--- config.mk ---
export PLATFORM = sky130hd
export DESIGN_NAME = smrc_core
export DESIGN_NICKNAME = d
export VERILOG_FILES = /design/src/smrc_clamp.v /design/src/smrc_core.v
export VERILOG_INCLUDE_DIRS = /design/src
export SDC_FILE = /design/constraint.sdc
export NUM_CORES = 1
export LEC_CHECK = 0
export ABC_AREA = 1
export ABC_CLOCK_PERIOD_IN_PS = 10700
export BUFFER_PORTS_ARGS = -buffer_cell sky130_fd_sc_hd__buf_2
export CORE_UTILIZATION = 45
export CTS_CLUSTER_DIAMETER = 60
export DETAILED_ROUTE_END_ITERATION = 7
export PLACE_DENSITY = 0.67
export RECOVER_POWER = 100
export SLEW_MARGIN = 10
export SYNTH_ARGS = -nofsm -noshare
export SYNTH_HDL_FRONTEND = slang
export SYNTH_SLANG_ARGS = --single-unit
--- constraint.sdc ---
create_clock -name clk_in -period 10.7 [get_ports clk_in]
set_input_delay 1.07 -clock clk_in [delete_from_list [all_inputs] [get_ports clk_in]]
set_output_delay 1.07 -clock clk_in [all_outputs]
set_load 0.01 [all_outputs]
--- src/smrc_consts.vh ---
// constants for the scope remote command subset
`ifndef SMRC_CONSTS_VH
`define SMRC_CONSTS_VH

// command opcodes on the tokenised command port
`define SMRC_OP_LOCK_SET 3'h0
`define SMRC_OP_PAIR_SET 3'h1
`define SMRC_OP_LOCK_QRY 3'h2
`define SMRC_OP_PAIR_QRY 3'h3
`define SMRC_OP_SHIFT_SET 3'h4
`define SMRC_OP_SHIFT_QRY 3'h5
`define SMRC_OP_OPC_SET 3'h6
`define SMRC_OP_OPC_QRY 3'h7

// mode argument tokens
`define SMRC_MODE_ON 2'h1
`define SMRC_MODE_OFF 2'h2

// unit suffix tokens
`define SMRC_UNIT_NONE 2'h0
`define SMRC_UNIT_VOLT 2'h1

// response kinds
`define SMRC_RESP_LOCK 2'h0
`define SMRC_RESP_SHIFT 2'h1
`define SMRC_RESP_OPC 2'h2

// ascii one returned by the operation-complete query
`define SMRC_ASCII_ONE 16'h0031

// status and event bit positions
`define SMRC_STB_ADJ_BIT 2
`define SMRC_ESR_OPC_BIT 0

// reset values
`define SMRC_LOCK_RST 1'b0
`define SMRC_SHIFT_RST 16'h0000

// sensitivity thresholds in millivolts
`define SMRC_SENS_2V 12'h07D0
`define SMRC_SENS_1V 12'h03E8
`define SMRC_SENS_20MV 12'h0014
`define SMRC_SENS_10MV 12'h000A
`define SMRC_SENS_5MV 12'h0005
`define SMRC_SENS_2MV 12'h0002

// shift multiples of the fixed sensitivity
`define SMRC_MUL_LO_2V 8'h06
`define SMRC_MUL_LO_MID 8'h0C
`define SMRC_MUL_LO_5MV 8'h18
`define SMRC_MUL_LO_2MV 8'h3C
`define SMRC_MUL_LO_1MV 8'h78
`define SMRC_MUL_HI_1V 8'h0A
`define SMRC_MUL_HI_MID 8'h0C
`define SMRC_MUL_HI_10MV 8'h18
`define SMRC_MUL_HI_5MV 8'h30

// absolute shift window in millivolts
`define SMRC_SHIFT_ABS_MAX 20'h0_2EE0

`endif

--- src/smrc_clamp.v ---
// shift range limiter for one channel
`timescale 1ns/1ps
`default_nettype none
module smrc_clamp (
   input wire model_low_in,
   input wire [11:0] sens_mv_in,
   input wire signed [15:0] value_in,
   output reg signed [15:0] value_out,
   output reg clamped_out
);
`include "smrc_consts.vh"
   reg [7:0] mult;
   reg [19:0] prod;
   reg [19:0] limit;
   reg signed [19:0] v;
   reg signed [19:0] lim_s;
   always @* begin
      // multiple depends on model class and fixed sensitivity
      if (model_low_in) begin
         if (sens_mv_in >= `SMRC_SENS_2V) mult = `SMRC_MUL_LO_2V;
         else if (sens_mv_in >= `SMRC_SENS_10MV) mult = `SMRC_MUL_LO_MID;
         else if (sens_mv_in >= `SMRC_SENS_5MV) mult = `SMRC_MUL_LO_5MV;
         else if (sens_mv_in >= `SMRC_SENS_2MV) mult = `SMRC_MUL_LO_2MV;
         else mult = `SMRC_MUL_LO_1MV;
      end else begin
         if (sens_mv_in >= `SMRC_SENS_1V) mult = `SMRC_MUL_HI_1V;
         else if (sens_mv_in >= `SMRC_SENS_20MV) mult = `SMRC_MUL_HI_MID;
         else if (sens_mv_in >= `SMRC_SENS_10MV) mult = `SMRC_MUL_HI_10MV;
         else mult = `SMRC_MUL_HI_5MV;
      end
      // no probe factor enters the limit
      prod = mult * sens_mv_in;
      // never beyond the widest window any setting allows
      if (prod > `SMRC_SHIFT_ABS_MAX) limit = `SMRC_SHIFT_ABS_MAX;
      else limit = prod;
      lim_s = $signed(limit);
      v = {{4{value_in[15]}}, value_in};
      clamped_out = 1'b0;
      value_out = value_in;
      if (v > lim_s) begin
         value_out = lim_s[15:0];
         clamped_out = 1'b1;
      end else if (v < -lim_s) begin
         value_out = 16'sh0000 - lim_s[15:0];
         clamped_out = 1'b1;
      end
   end
endmodule
`default_nettype wire

--- src/smrc_core.v ---
// command interpreter for expand lock, vertical shift and op-complete
// What this block does
// - lock on: horizontal adjustments hit all expanded
// - lock takes only on or off; query reports
// - paired-expand lock command behaves identically
// - channel selector; three and four need quad
// - shift limited to model-dependent sensitivity multiple
// - out of range: nearest value, flag bit two
// - no probe attenuation in shift
// - shift query returns channel's applied shift
// - volt suffix optional, same meaning
// - op-complete sets event bit zero only
// - next command parsed after previous completes
// - op-complete query answers ascii one, in order
// - op-complete works in local or remote
`timescale 1ns/1ps
`default_nettype none
module smrc_core (
   input wire clk_in,
   input wire nrst_in,
   input wire cmd_valid_in,
   output wire cmd_ready_out,
   input wire [2:0] cmd_op_in,
   input wire [1:0] cmd_chan_in,
   input wire [1:0] cmd_mode_in,
   input wire signed [15:0] cmd_value_in,
   input wire [1:0] cmd_unit_in,
   input wire four_chan_in,
   input wire model_low_in,
   input wire [47:0] sens_mv_in,
   input wire [3:0] expanded_in,
   input wire [1:0] sel_trace_in,
   input wire hor_adj_valid_in,
   input wire stb_clear_in,
   output wire [3:0] hor_adj_mask_out,
   output reg multi_expand_lock,
   output reg [63:0] shift_out,
   output reg value_adjusted_flag,
   output reg esr_opc_set_out,
   output reg cmd_error_out,
   output wire resp_valid_out,
   input wire resp_ready_in,
   output reg [1:0] resp_kind_out,
   output reg [1:0] resp_chan_out,
   output reg [15:0] resp_data_out
);
`include "smrc_consts.vh"
   localparam [2:0] ST_IDLE = 3'b001;
   localparam [2:0] ST_EXEC = 3'b010;
   localparam [2:0] ST_RESP = 3'b100;

   reg [2:0] state;
   reg [2:0] next_state;
   reg [2:0] op;
   reg [1:0] chan;
   reg [1:0] mode;
   reg signed [15:0] value;
   reg [1:0] unit;
   reg [11:0] sens_sel;
   reg signed [15:0] cur_shift;
   wire signed [15:0] clamp_value;
   wire clamp_hit;
   wire chan_ok;
   wire unit_ok;
   wire adj_set;

   // commands are taken only in idle, so parsing is strictly sequential
   assign cmd_ready_out = state[0];
   assign resp_valid_out = state[2];

   // expanded traces move together under the lock
   assign hor_adj_mask_out = !hor_adj_valid_in ? 4'h0 :
      multi_expand_lock ? expanded_in :
      (4'h1 << sel_trace_in);

   assign chan_ok = four_chan_in || !chan[1];
   // suffix carries no scale: value is always in millivolts
   assign unit_ok = (unit == `SMRC_UNIT_NONE) ||
      (unit == `SMRC_UNIT_VOLT);

   always @* begin
      case (chan)
         2'h0: begin
            sens_sel = sens_mv_in[11:0];
            cur_shift = shift_out[15:0];
         end
         2'h1: begin
            sens_sel = sens_mv_in[23:12];
            cur_shift = shift_out[31:16];
         end
         2'h2: begin
            sens_sel = sens_mv_in[35:24];
            cur_shift = shift_out[47:32];
         end
         default: begin
            sens_sel = sens_mv_in[47:36];
            cur_shift = shift_out[63:48];
         end
      endcase
   end

   smrc_clamp u_clamp (
      .model_low_in(model_low_in),
      .sens_mv_in(sens_sel),
      .value_in(value),
      .value_out(clamp_value),
      .clamped_out(clamp_hit)
   );

   assign adj_set = state[1] && op == `SMRC_OP_SHIFT_SET &&
      chan_ok && unit_ok && clamp_hit;

   always @* begin
      next_state = state;
      case (state)
         ST_IDLE: begin
            if (cmd_valid_in) next_state = ST_EXEC;
         end
         ST_EXEC: begin
            // queries answer only after the state is settled
            if ((op == `SMRC_OP_LOCK_QRY) || (op == `SMRC_OP_PAIR_QRY) ||
               (op == `SMRC_OP_OPC_QRY) ||
               (op == `SMRC_OP_SHIFT_QRY && chan_ok)) begin
               next_state = ST_RESP;
            end else begin
               next_state = ST_IDLE;
            end
         end
         ST_RESP: begin
            if (resp_ready_in) next_state = ST_IDLE;
         end
         default: next_state = ST_IDLE;
      endcase
   end

   always @(posedge clk_in) begin
      if (!nrst_in) begin
         state <= ST_IDLE;
         op <= 3'h0;
         chan <= 2'h0;
         mode <= 2'h0;
         value <= 16'sh0000;
         unit <= 2'h0;
         multi_expand_lock <= `SMRC_LOCK_RST;
         shift_out <= {4{`SMRC_SHIFT_RST}};
         value_adjusted_flag <= 1'b0;
         esr_opc_set_out <= 1'b0;
         cmd_error_out <= 1'b0;
         resp_kind_out <= 2'h0;
         resp_chan_out <= 2'h0;
         resp_data_out <= 16'h0000;
      end else begin
         state <= next_state;
         esr_opc_set_out <= 1'b0;
         cmd_error_out <= 1'b0;
         if (state[0] && cmd_valid_in) begin
            op <= cmd_op_in;
            chan <= cmd_chan_in;
            mode <= cmd_mode_in;
            value <= cmd_value_in;
            unit <= cmd_unit_in;
         end
         // a new clamp wins over a clear in the same cycle
         if (adj_set) value_adjusted_flag <= 1'b1;
         else if (stb_clear_in) value_adjusted_flag <= 1'b0;
         // local or remote mode is not consulted anywhere below
         if (state[1]) begin
            case (op)
               `SMRC_OP_LOCK_SET, `SMRC_OP_PAIR_SET: begin
                  if (mode == `SMRC_MODE_ON) begin
                     multi_expand_lock <= 1'b1;
                  end else if (mode == `SMRC_MODE_OFF) begin
                     multi_expand_lock <= 1'b0;
                  end else begin
                     cmd_error_out <= 1'b1;
                  end
               end
               `SMRC_OP_LOCK_QRY, `SMRC_OP_PAIR_QRY: begin
                  resp_kind_out <= `SMRC_RESP_LOCK;
                  resp_chan_out <= 2'h0;
                  resp_data_out <= {15'h0000, multi_expand_lock};
               end
               `SMRC_OP_SHIFT_SET: begin
                  if (!chan_ok || !unit_ok) begin
                     cmd_error_out <= 1'b1;
                  end else begin
                     case (chan)
                        2'h0: shift_out[15:0] <= clamp_value;
                        2'h1: shift_out[31:16] <= clamp_value;
                        2'h2: shift_out[47:32] <= clamp_value;
                        default: shift_out[63:48] <= clamp_value;
                     endcase
                  end
               end
               `SMRC_OP_SHIFT_QRY: begin
                  if (!chan_ok) begin
                     cmd_error_out <= 1'b1;
                  end else begin
                     resp_kind_out <= `SMRC_RESP_SHIFT;
                     resp_chan_out <= chan;
                     resp_data_out <= cur_shift;
                  end
               end
               `SMRC_OP_OPC_SET: begin
                  esr_opc_set_out <= 1'b1;
               end
               default: begin
                  resp_kind_out <= `SMRC_RESP_OPC;
                  resp_chan_out <= 2'h0;
                  resp_data_out <= `SMRC_ASCII_ONE;
               end
            endcase
         end
      end
   end
endmodule
`default_nettype wire

# Word-level counts from Yosys, hierarchy flattened
# Index checks and enable logic that the tools add are counted.
[classes] addsub=2 multipliers=1 magnitude_cmp=9 eq_ne=18 shifts=1 muxes=37 n_bitwise=3 reduce_logical=32
[ops] cell="16-bit case mux with 3 select lines" count=2
[ops] cell="16-bit two-way mux" count=3
[ops] cell="8-bit two-way mux" count=6
[ops] cell="12-bit case mux with 3 select lines" count=1
[ops] cell="16-bit by 20-bit > comparator with 1-bit output" count=1
[ops] cell="20-bit by 14-bit > comparator with 1-bit output, second input constant" count=1
[ops] cell="16-bit by 20-bit less-than comparator with 1-bit output" count=1
[ops] cell="8-bit by 12-bit multiplier with 20-bit output" count=1
[ops] cell="20-bit two-way mux" count=1
[ops] cell="20-bit negation" count=1
[ops] cell="4-bit AND reduction" count=4
[ops] cell="1-bit by 16-bit subtractor with 16-bit output, first input constant" count=1
[ops] cell="3-bit equality test, second input constant" count=5
[ops] cell="12-bit by 10-bit greater-or-equal comparator with 1-bit output, second input constant" count=1
[ops] cell="12-bit by 11-bit greater-or-equal comparator with 1-bit output, second input constant" count=1
[ops] cell="12-bit by 2-bit greater-or-equal comparator with 1-bit output, second input constant" count=1
[ops] cell="12-bit by 3-bit greater-or-equal comparator with 1-bit output, second input constant" count=1
[ops] cell="12-bit by 4-bit greater-or-equal comparator with 1-bit output, second input constant" count=1
[ops] cell="12-bit by 5-bit greater-or-equal comparator with 1-bit output, second input constant" count=1
[ops] cell="1-bit two-way mux" count=11
[ops] cell="3-bit by 2-bit equality test with 1-bit output, second input constant" count=3
[ops] cell="3-bit two-way mux" count=3
[ops] cell="3-bit case mux with 3 select lines" count=1
[ops] cell="4-bit two-way mux" count=2
[ops] cell="other kinds (23)" count=49
[totals] register_bits=116 input_bits=87 output_inout_bits=94 elab_cells=120

# Depth between registers and ports, before layout
# Gate-level depths: netlist of the first run.
[depth] ltp_word=17 mapped_depth=64 depth_no_buf=62

# Cells and area by module
# Synthesis of the first run repeated with hierarchy kept, for this count alone.
[unflattened] cells_unflattened=1452 area_unflattened_um2=9683.0
[modules_own_cells] mod="smrc_core" instances=1 cells_per_inst=722 area_each_um2=5054.8 seq_area_each_um2=2302.2
[modules_own_cells] mod="smrc_clamp" instances=1 cells_per_inst=730 area_each_um2=4628.2 seq_area_each_um2=0.0

# Worst setup path after synthesis of the first run
# OpenSTA, ideal clock, no wires.
[synth_timing] kind="input to register" start="in sens_mv_in[46]" end="reg shift_out[6]" setup_ns=0.109 arrival_time_ns=8.782 required_time_ns=10.591 setup_slack_ns=1.809 cell_stages=53 path_buffers=2 path_cell_list="or2_1 > nand2_2 > nand2_2 > nor3_1 > nand3_1 > nor2_1 > o21ai_0 > or2_2 > nand2_1 > clkbuf_1 > nor2_1 > fa_1 > inv_1 > fa_1 > inv_1 > fa_1 > inv_1 > fa_1 > (+17 left out) > nor2_1 > nand3_1 > nor2_1 > a21oi_1 > nor2_1 > inv_1 > ha_1 > a21o_1 > nand4_1 > a21oi_1 > nor2_4 > nand3_1 > buf_4 > nand3_1 > nand3_2 > nand3_1 > nand2_1 > inv_1"
[synth_between] elab_chain_cells=14 word_cells_on_any_way=24 cone_classes="add/sub: 2; mul: 1; order compare: 9; mux: 12"
[synth_lines] item="start, declared" line="smrc_core.v:30" rtl="input wire [47:0] sens_mv_in,"
[synth_lines] item="12-bit case mux with 3 select lines *" line="smrc_core.v:82" rtl="case (chan)"
[synth_lines] item="12-bit by 2-bit greater-or-equal comparator with 1-bit output (no source line)"
[synth_lines] item="7-bit two-way mux" line="smrc_clamp.v:23" rtl="else if (sens_mv_in >= `SMRC_SENS_2MV) mult = `SMRC_MUL_LO_2MV;"
[synth_lines] item="8-bit two-way mux" line="smrc_clamp.v:22" rtl="else if (sens_mv_in >= `SMRC_SENS_5MV) mult = `SMRC_MUL_LO_5MV;"
[synth_lines] item="8-bit two-way mux" line="smrc_clamp.v:21" rtl="else if (sens_mv_in >= `SMRC_SENS_10MV) mult = `SMRC_MUL_LO_MID;"
[synth_lines] item="8-bit two-way mux" line="smrc_clamp.v:20" rtl="if (sens_mv_in >= `SMRC_SENS_2V) mult = `SMRC_MUL_LO_2V;"
[synth_lines] item="8-bit two-way mux" line="smrc_clamp.v:19" rtl="if (model_low_in) begin"
[synth_lines] item="8-bit by 12-bit multiplier with 20-bit output *" line="smrc_clamp.v:32" rtl="prod = mult * sens_mv_in;"
[synth_lines] item="20-bit by 14-bit > comparator with 1-bit output (no source line)"
[synth_lines] item="20-bit two-way mux *" line="smrc_clamp.v:34" rtl="if (prod > `SMRC_SHIFT_ABS_MAX) limit = `SMRC_SHIFT_ABS_MAX;"
[synth_lines] item="20-bit negation" line="smrc_clamp.v:43" rtl="end else if (v < -lim_s) begin"
[synth_lines] item="16-bit by 20-bit less-than comparator with 1-bit output" line="smrc_clamp.v:43"
[synth_lines] item="16-bit two-way mux" line="smrc_clamp.v:43"
[synth_lines] item="16-bit two-way mux *" line="smrc_clamp.v:40" rtl="if (v > lim_s) begin"
[synth_lines] item="end signal, assigned" line="smrc_core.v:145" rtl="shift_out <= {4{`SMRC_SHIFT_RST}};"
[synth_lines] item="end signal, assigned" line="smrc_core.v:188" rtl="2'h0: shift_out[15:0] <= clamp_value;"
[synth_lines] item="end, declared" line="smrc_core.v:37" rtl="output reg [63:0] shift_out,"
# Every way passes the cells marked *; elsewhere a longest branch is shown, timed or not.
# A chain may end at the register's enable or synchronous reset.

# Final worst setup path of the first run
[layout_timing] start="in sens_mv_in[22]" end="reg shift_out[53]"
# The elaborated chain is that of the path after synthesis.

==> results.md, run 1 <==
- The number of logic stages on the critical path including buffering is 54.
- The max-slew violation total from the final report is 44.
- In this run, post-CTS repair resized a total of 0 instances.
- By instance count, the leading cell after synthesis is sky130_fd_sc_hd__nand2_1.
- The first-iteration detailed-routing DRC count is approximately 630.
- In the synthesized netlist the dominant register cell turns out to be sky130_fd_sc_hd__dfxtp_1.
- The cell family contributing the most delay on the critical path is simple AND/OR/NAND/NOR gates.
- The final estimated routing congestion in global placement is between 0.9 and 1.
- The total clock sinks is 115.
- TritonCTS built the clock tree.
- The instance count of the mapped netlist is around 1,400.
- The relative max-transition margin is -0.1232.
- For this run, asynchronously set or reset flops after synthesis account for 0.
- The top-level I/O count is 181.
- The sum of net half-perimeters after detailed placement is between 20,000 and 25,000 um.
- For the worst setup path, the data required time is around 11 ns.
- The worst min-delay path class is reg -> reg.
- The maximum number of pins on one net before global-route repair is between 70 and 80.
- Data arrives at the worst endpoint at a little over 10 ns.
- The clock-pin slew on the worst setup and hold paths is ~0.060 ns.
- By area the synthesized netlist is led by sky130_fd_sc_hd__dfxtp_1, sky130_fd_sc_hd__ha_1, sky130_fd_sc_hd__nand2_1.
- The initial utilization of the core area, before any placement, comes to 0.4621.
- Ranked by instance count, the synthesized netlist is headed by sky130_fd_sc_hd__nand2_1, sky130_fd_sc_hd__inv_1, sky130_fd_sc_hd__nor2_1, sky130_fd_sc_hd__nand3_1, sky130_fd_sc_hd__dfxtp_1.
- For this run, design rule violations remaining after detail routing come to 0.
- For this design the static power due to leakage is between 5 and 6 nW.
- The count of inserted antenna diode cells is 0.
- The total power density per cell area is 215.9 nW/um^2.
- The total setup violations reported at the end of the flow is 0.
- Of the post-synthesis cell area, the dominant cell type holds 0.2348.
- The net count of the finished layout is 1,861.
- The number of vias in the routed layout is 10,140.
- The horizontal die dimension is 149.6 um.
- The classification of the worst setup path is in -> reg.
- The largest single stage delay on the critical path is between 0.5 and 0.6 ns.
- The final reports fail on capacitance limit, slew limit.
- The worst-skew pair later-pin latency is between 0.4 and 0.5 ns.
- The average wire per cell in the routed design is roughly 16 um.
- The growth of design area from synthesis to finish is 17.43%.
- The H-tree generated during clock tree synthesis spans 4 levels.
- A synthesized cell averages between 6 and 7 sq um.
- The post-route antenna net violation count is 0.
- After routing, the total negative slack on setup checks comes to 0 ns.
- Of the available clock period, the critical path in the final layout requires 0.9265.
- Setup repair after global routing left no endpoint under its margin.
- The final hold slack is 0.4629 ns.
- The sequential element share of the synthesized area is 0.2348.
- After layout, the minimum clock period comes to 9.913 ns.
- The flow ran to the end, but the final reports show violations.
- The total of max-cap violations is 1.
- The number of post-CTS setup repair buffers is 0.
- The first detailed-routing pass took 5 iterations.
- The buffer type at the clock tree root is sky130_fd_sc_hd__clkbuf_16.
- Across the whole layout, storage elements account for roughly 2300 sq um.
- Counting along the longest clock path gives a buffer depth of 2.
- The biggest area contributor in the post-synthesis netlist is sky130_fd_sc_hd__dfxtp_1.
- After floorplanning, the core was divided into 53 placement rows.
- The overall overflow remaining after global route is 0.
- Buffers placed on the I/O ports in this run total 179.
- Dividing the detail-routed via count by the number of cells gives ~5.2.
- Of the cells placed in the final design, the portion with a size suffix greater than 1 is 0.1147.
- The maximum fanout encountered on the critical timing path is 11.
- The critical path contains buffers and inverters numbering 10 combined.
- The final layout contains routed wiring with a total length of approximately 30,000 um.
- The worst vdd rail ir drop is roughly 0.13 mV.
- The number of warnings printed during yosys synthesis is 0.
- The worst hold path depth is 2.
- The synthesis-stage register bit count is 115.
- The post-route clock skew is 0.01023 ns.
- The first global-routing pass estimated roughly 48,000 um of wire.
- The worst setup path is launched from a primary input.
- The floorplan step set the die height to 149.6 um.
- The filler cells instantiated in the layout total 2,207.
- Counting the buffers created by CTS gives 17.
- The achievable clock frequency is 0.1009 GHz.
- The number of enable flip-flop cells after synthesis is 0.
- The mapped cell area is about 9800 sq um.
- The cell count of the worst reg-to-reg path is 54.
- The number of distinct library cells after synthesis is 55.
- At the pin with the least slew margin, the transition time is about 1.7 ns.
- The number of global-route vias before repair came to about 9,500.
- For this run, the total global-route usage over all layers was measured as 0.2709.
- The sort of element at the end of the critical path is a register.
- The cell with the largest stage delay on the worst path is sky130_fd_sc_hd__fa_1.
- The final-report hold violation count is 0.
- The placeable core region is 21,220 sq um.
- The total of hold buffers inserted after clock tree synthesis is 0.
- The multi-input gate area in the final layout is 6464 sq um.
- The area of the die is approximately 22,000 sq um.
- The initial antenna violation count is 0.
-- power breakdown --
| group | internal (mW) | switching [mW] | leakage [nW] |
|---|---|---|---|
| Sequential | 0.439 | 0.0125 | 0.934 |
| Combinational | 0.470 | 0.967 | 4.56 |
| Clock | 0.372 | 0.225 | 0.301 |
| Total | 1.28 | 1.20 | 5.80 |
-- registers in the layout, summed over array words and instances (netlist names), 2 cells and up --
register       cells
resp_chan_out      2
resp_kind_out      2
shift_out         64
value             16
state              3
mode               2
resp_data_out     16
chan               2
op                 3
-- worst min-delay path: cells and delay by family, from the launching register on --
family,cells,cell delay [ns]
compound gates,1,0.05
flops,1,0.31
simple gates,1,0.06
-- cell usage in the layout (no fill, tap or decap), types with 5 or more instances in the layout --
master | Yosys | final
sky130_fd_sc_hd__o21ai_0 | 66 | 66
sky130_fd_sc_hd__nor2_4 | 4 | 5
sky130_fd_sc_hd__clkbuf_1 | 32 | 95
sky130_fd_sc_hd__inv_2 | 10 | 7
sky130_fd_sc_hd__nand2_1 | 275 | 273
sky130_fd_sc_hd__conb_1 | 2 | 33
sky130_fd_sc_hd__buf_4 | 6 | 12
sky130_fd_sc_hd__dfxtp_1 | 115 | 113
sky130_fd_sc_hd__xor2_1 | 9 | 9
sky130_fd_sc_hd__a21o_1 | 8 | 8
sky130_fd_sc_hd__nand3_1 | 124 | 139
sky130_fd_sc_hd__ha_1 | 91 | 91
sky130_fd_sc_hd__nand4_1 | 24 | 24
sky130_fd_sc_hd__nor2_1 | 182 | 180
sky130_fd_sc_hd__buf_2 | 4 | 85
sky130_fd_sc_hd__nor3_1 | 11 | 11
sky130_fd_sc_hd__nand3_2 | 25 | 10
sky130_fd_sc_hd__inv_1 | 227 | 228
sky130_fd_sc_hd__clkbuf_16 | 0 | 17
sky130_fd_sc_hd__nor2_2 | 4 | 5
sky130_fd_sc_hd__inv_6 | 0 | 5
sky130_fd_sc_hd__a21oi_1 | 108 | 108
sky130_fd_sc_hd__nand2_2 | 14 | 15
sky130_fd_sc_hd__o2111ai_1 | 8 | 8
sky130_fd_sc_hd__fa_1 | 40 | 40
-- cell families after synthesis --
group	after synthesis	share of synthesized area
AND/OR/NAND/NOR	685	0.3197
buffers and inverters	285	0.1137
AO/OA/AOI/OAI	216	0.1227
adder cells (fa/ha/maj)	131	0.1978
flip-flops	115	0.2348
XOR/XNOR	11	0.01059
other	2	0.0007658
-- final timing paths --
check	start	to	slack, ns
worst max-delay path	sens_mv_in[22]	shift_out[53]	0.79
worst min-delay path	resp_data_out[8]	resp_data_out[8]	0.46
worst max register to register	chan[0]	shift_out[53]	0.81
worst min register to register	resp_data_out[8]	resp_data_out[8]	0.46
-- stage by stage --
stage	std cells	utilization	power (mW)	area (sq um)	setup WS, ns
after floorplan	1476	-	1.538	9923	1.809
after global placement	1899	0.5212	1.847	11060	0.3393
after detailed placement	1899	0.5212	1.866	11060	0.2266
after CTS	1931	0.5503	2.473	11680	0.2346
after global routing	1931	0.5427	2.707	11520	0.02237
final	1931	0.5427	2.486	11520	0.7869
-- metal layers --
metal / part of all wire / global-route usage
met5: 0 / 0
met4: 0.019 / 0.07398
met3: 0.077 / 0.05091
met2: 0.46 / 0.4556
met1: 0.44 / 0.3520
-- area by class of cell --
class / count / share of cell area
multi-input combinational: 1076 / 0.5613
tap: 275 / 0.02988
clock buffer: 17 / 0.03694
inverter: 240 / 0.07866
timing repair buffer: 193 / 0.07616
sequential: 115 / 0.2003
clock inverter: 15 / 0.01673
No activity file was read; power rests on OpenSTA's default activity.
==> run 2: changes to the inputs <==
--- a/config.mk
+++ b/config.mk
@@ -6,7 +6,6 @@
 export SDC_FILE = /design/constraint.sdc
 export NUM_CORES = 1
 export LEC_CHECK = 0
-export ABC_AREA = 1
 export ABC_CLOCK_PERIOD_IN_PS = 10700
 export BUFFER_PORTS_ARGS = -buffer_cell sky130_fd_sc_hd__buf_2
 export CORE_UTILIZATION = 45
==> run 2 against run 1 <==
  * Power is 13% higher
  * Maximum frequency is 2.0% lower
  * The run still ends with capacitance limit, slew limit left
  * Largest power group unchanged
  * Core utilization is 3.8 points higher
  * Final cell count is 14% lower
  * Global-route usage is 1.7 points lower
  * Sequential share of layout area is 0.55 points lower
  * Highest routed layer unchanged
  * Via count is 9.1% lower
  * Die area is 3.1% lower
  * Clock power is 8.5% lower
  * Register-to-register slack worse by 0.11 ns
  * Critical path depth is 10 lower
  * First-iteration DRC count is 14% lower
==> results.md, run 2 <==
- The flow ran to the end, but the final reports show violations.
- The final reports fail on capacitance limit, slew limit.
- The relative max-transition margin is -0.3739.
- The first detailed-routing pass ran for 5 iterations.
- In this design, the largest share of critical-path delay is due to adder cells.
- The data required time at the worst endpoint is between 10 and 15 ns.
- The overall routed net length is 27,240 um.
- Of the total power, the share spent switching nets is 0.4495.
- In this run the power spent charging and discharging nets is around 1.3 mW.
- After synthesis, the cell types taking the most area are sky130_fd_sc_hd__dfxtp_1, sky130_fd_sc_hd__ha_1, sky130_fd_sc_hd__fa_1.
- The die is 147.3 um wide.
- In this run the worst path has a maximum fanout of 7.
- In this run the tool buffered the top-level ports with approximately 180 buffer cells.
- The post-route clock skew is ~0.011 ns.
- For this design the static power due to leakage is slightly above 5 nW.
- The clock reaches the later pin of the worst-skew pair after 0.41 ns.
- CTS placed an instance of sky130_fd_sc_hd__clkbuf_16 at the clock tree root.
- The cell with the largest stage delay on the worst path is sky130_fd_sc_hd__fa_1.
- On the final layout, the worst hold slack is between 0.4 and 0.5 ns.
- The final-report hold violation count is 0.
- By count the netlist is led by sky130_fd_sc_hd__nand2_1, sky130_fd_sc_hd__dfxtp_1, sky130_fd_sc_hd__ha_1, sky130_fd_sc_hd__inv_1, sky130_fd_sc_hd__nor2_1.
- The number of logic stages on the critical path including buffering is 44.
- Of the cells placed in the final design, the portion with a size suffix greater than 1 is 0.1984.
- The total clock sinks is 115.
- The share of total power dissipated in the clock network is 0.195.
- The post-route cell area is around 12,000 sq um.
- The area of the die is between 20,000 and 25,000 sq um.
- The net count of the finished layout is approximately 1,600.
- The register with the most flip-flops in the layout has 64 of them.
- The count of standard-cell rows is 52.
- The initial antenna violation count is 1.
- The max-slew violation total from the final report was around 100.
- The share of total power dissipated in combinational logic is 0.645.
- STA classifies the critical path endpoint as a register.
- Of all flip-flops after synthesis, the portion carrying an async set or reset was 0.
- The classification of the worst setup path is in -> reg.
- TritonCTS built the clock tree.
- In this run, CTS created clock tree buffers numbering 17.
- The arrival time reported for the critical path endpoint is 10.42 ns.
- The detailed router finished its first iteration with 547 violations.
- The overall power of the completed layout is 2.807 mW.
- The tightest min-delay check is of the reg -> reg type.
- The startpoint of the worst hold path is mode[1].
- For this run, the register share of the synthesized area comes to 0.2424.
- The register with the most flip-flops is shift_out.
- The global routing usage summed across all routing layers is 0.2541.
- The number of design rule violations left after detail routing is 0.
- The number of warnings printed during yosys synthesis is 0.
- The total of max-cap violations is 3.
- The sum of net half-perimeters after detailed placement is 20,590 um.
- The sequential share of power is 0.160.
- The number of global-route vias before repair is 9,093.
- The cell count of the worst reg-to-reg path is 43.
- In the finished design, the share of the clock period the worst path needs comes to 0.9451.
- The synthesis-stage register bit count is 115.
- The kind of start point of the critical path is a primary input.
- The achievable clock frequency is 0.09888 GHz.
- The total area inside the core boundary comes to just over 20,000 sq um.
- The initial cell density of the core is 0.4648.
- The register-to-register setup slack is 0.70 ns.
- Leaving out fill and tap cells, the most frequent cells in the layout are sky130_fd_sc_hd__nand2_1, sky130_fd_sc_hd__dfxtp_1, sky130_fd_sc_hd__clkbuf_1.
- The overall overflow remaining after global route is 0.
- The growth of design area from synthesis to finish is 24.82%.
- The cell accounting for the most synthesized area is sky130_fd_sc_hd__dfxtp_1.
- The cell seen most often among critical-path stages is sky130_fd_sc_hd__fa_1.
- Across the VDD grid, the largest voltage drop is between 0.15 and 0.2 mV.
- Measured along the y axis, the die boundary spans ~150 um.
- The first global-routing pass estimated between 40,000 and 50,000 um of wire.
- The average wire per cell in the routed design is 16.49 um.
- The total power density per cell area is between 200 and 250 nW/um^2.
- In the final timing run, aggregate negative setup slack is 0 ns.
- The most repeated cell in the gate-level netlist after synthesis is sky130_fd_sc_hd__nand2_1.
- The source of the worst register-to-register timing path is chan[0].
- The mapped cell area is between 9000 and 10,000 sq um.
- Of the post-synthesis cell area, the dominant cell type holds 0.2424.
- In the synthesized netlist the dominant register cell turns out to be sky130_fd_sc_hd__dfxtp_1.
- The number of distinct library cells after synthesis is 74.
- The final core utilization is 0.5802.
- The clock passes through at most 2 buffers.
- The cell area after placement is between 10,000 and 15,000 sq um.
- The cell-internal power is between 1.5 and 2 mW.
- The number of vias in the routed layout is ~9,200.
- Counting every instance in the synthesized netlist gives roughly 1,100.
- The final estimated routing congestion in global placement is roughly 0.91.
- The H-tree level count is 4.
- The library cell used most frequently in the layout, excluding fill and tap cells, is sky130_fd_sc_hd__nand2_1.
- Setup violations remaining at the end of the flow were counted as 0.
- The worst hold path depth is 2.
- The path with the worst hold slack has its endpoint at mode[1].
- In the final layout, the registers with the most flip-flops are shift_out x64, resp_data_out x16, value x16.
- The largest single stage delay on the critical path is 0.56 ns.
- After clock tree synthesis, the clock-pin slew on the worst setup and hold paths is ~0.06 ns.
- The maximum number of pins on one net before global-route repair is 66.
- The number of enable flip-flop cells after synthesis is 0.
- The final period demand of the worst path is roughly 10 ns.
- The post-route antenna net violation count is 0.
- The worst register-to-register path ends at shift_out[8].
- The number of buffers and inverters on the critical path is 9.
- The transition time at the pin with the least slew margin is slightly above 2 ns.
- The top-level I/O count is between 150 and 200.
- The mean number of vias per cell is ~5.6.
- After synthesis, the mean cell area works out to between 8 and 9 sq um.
==> run 2: changes by cell type after synthesis, moves of 30 or more <==
cell                      before  now
sky130_fd_sc_hd__inv_1       227   73
sky130_fd_sc_hd__o22ai_1       1   31
sky130_fd_sc_hd__a21oi_1     108   57
sky130_fd_sc_hd__nor2b_1       0   40
sky130_fd_sc_hd__nand2_1     275  152
sky130_fd_sc_hd__nor2_1      182   59
sky130_fd_sc_hd__nand3_1     124   18
==> run 2: power by group through the flow <==
| stage | Clock, mW | Combinational (mW) | Sequential [mW] |
|---|---|---|---|
| after floorplan | 0 | 1.13 | 0.452 |
| after global placement | 0 | 1.73 | 0.458 |
| after detailed placement | 0 | 1.74 | 0.458 |
| after CTS | 0.553 | 1.76 | 0.449 |
| after global routing | 0.574 | 2.01 | 0.450 |
| final | 0.547 | 1.81 | 0.449 |
==> run 2: cell type report <==
cell class | count | area, sq um
Antenna cell | 1 | 2.502
Clock buffer | 17 | 425.4
Clock inverter | 15 | 147.6
Fill cell | 1960 | 8576
Inverter | 73 | 274.0
Multi-Input combinational cell | 894 | 6905
Sequential cell | 115 | 2310
Tap cell | 270 | 337.8
Timing Repair Buffer | 267 | 1451
==> run 2: cell families (layout without fill, tap and decap cells) <==
kind of cell | count (synthesis) | in the layout | share of synthesized area
buffers and inverters | 137 | 372 | 0.05810
multiplexers | 38 | 38 | 0.07734
flip-flops | 115 | 115 | 0.2424
AO/OA/AOI/OAI | 279 | 279 | 0.1988
other | 2 | 34 | 0.0007908
adder cells (fa/ha/maj) | 131 | 131 | 0.2042
XOR/XNOR | 16 | 16 | 0.01476
AND/OR/NAND/NOR | 397 | 397 | 0.2036
==> run 2: timing repair <==
action                     CTS  global route
hold buffers                 0             0
setup buffers                0             1
resized for setup            0            24
setup endpoints to repair    0            65
hold endpoints to repair     0             0
==> run 2: metal layers <==
layer	routed length, um	track usage
met1	12060	0.3374
met2	12950	0.4196
met3	1648	0.03944
met4	571	0.08608
met5	0	0
==> run 2: worst max-delay path by stage <==
stage                        start       endpoint
floorplan           sens_mv_in[42]   shift_out[6]
global placement    sens_mv_in[42]  shift_out[25]
detailed placement  sens_mv_in[43]  shift_out[25]
CTS                        chan[0]   shift_out[9]
global route        sens_mv_in[42]  shift_out[27]
finish              sens_mv_in[43]   shift_out[8]
==> run 2: per-stage QoR <==
| stage | instances | worst slack [ns] |
|---|---|---|
| 6_report | 1652 | 0.5871 |
| 5_1_grt | 1652 | -0.002963 |
| 4_1_cts | 1650 | 0.3921 |
| 3_5_place_dp | 1618 | 0.1011 |
| 3_3_place_gp | 1618 | 0.1060 |
| 2_1_floorplan | 1146 | 0.02443 |
==> run 2: worst reg2reg max path, delay by kind of cell (launching register included) <==
kind                       cells  cell delay [ns]
DFF                            1             0.55
and+or+nand+nor               12             2.13
AOI/OAI and AO/OA             15             2.74
adders and majority gates      7             2.92
muxes                          1             0.61
buffers and inverters          8             0.94
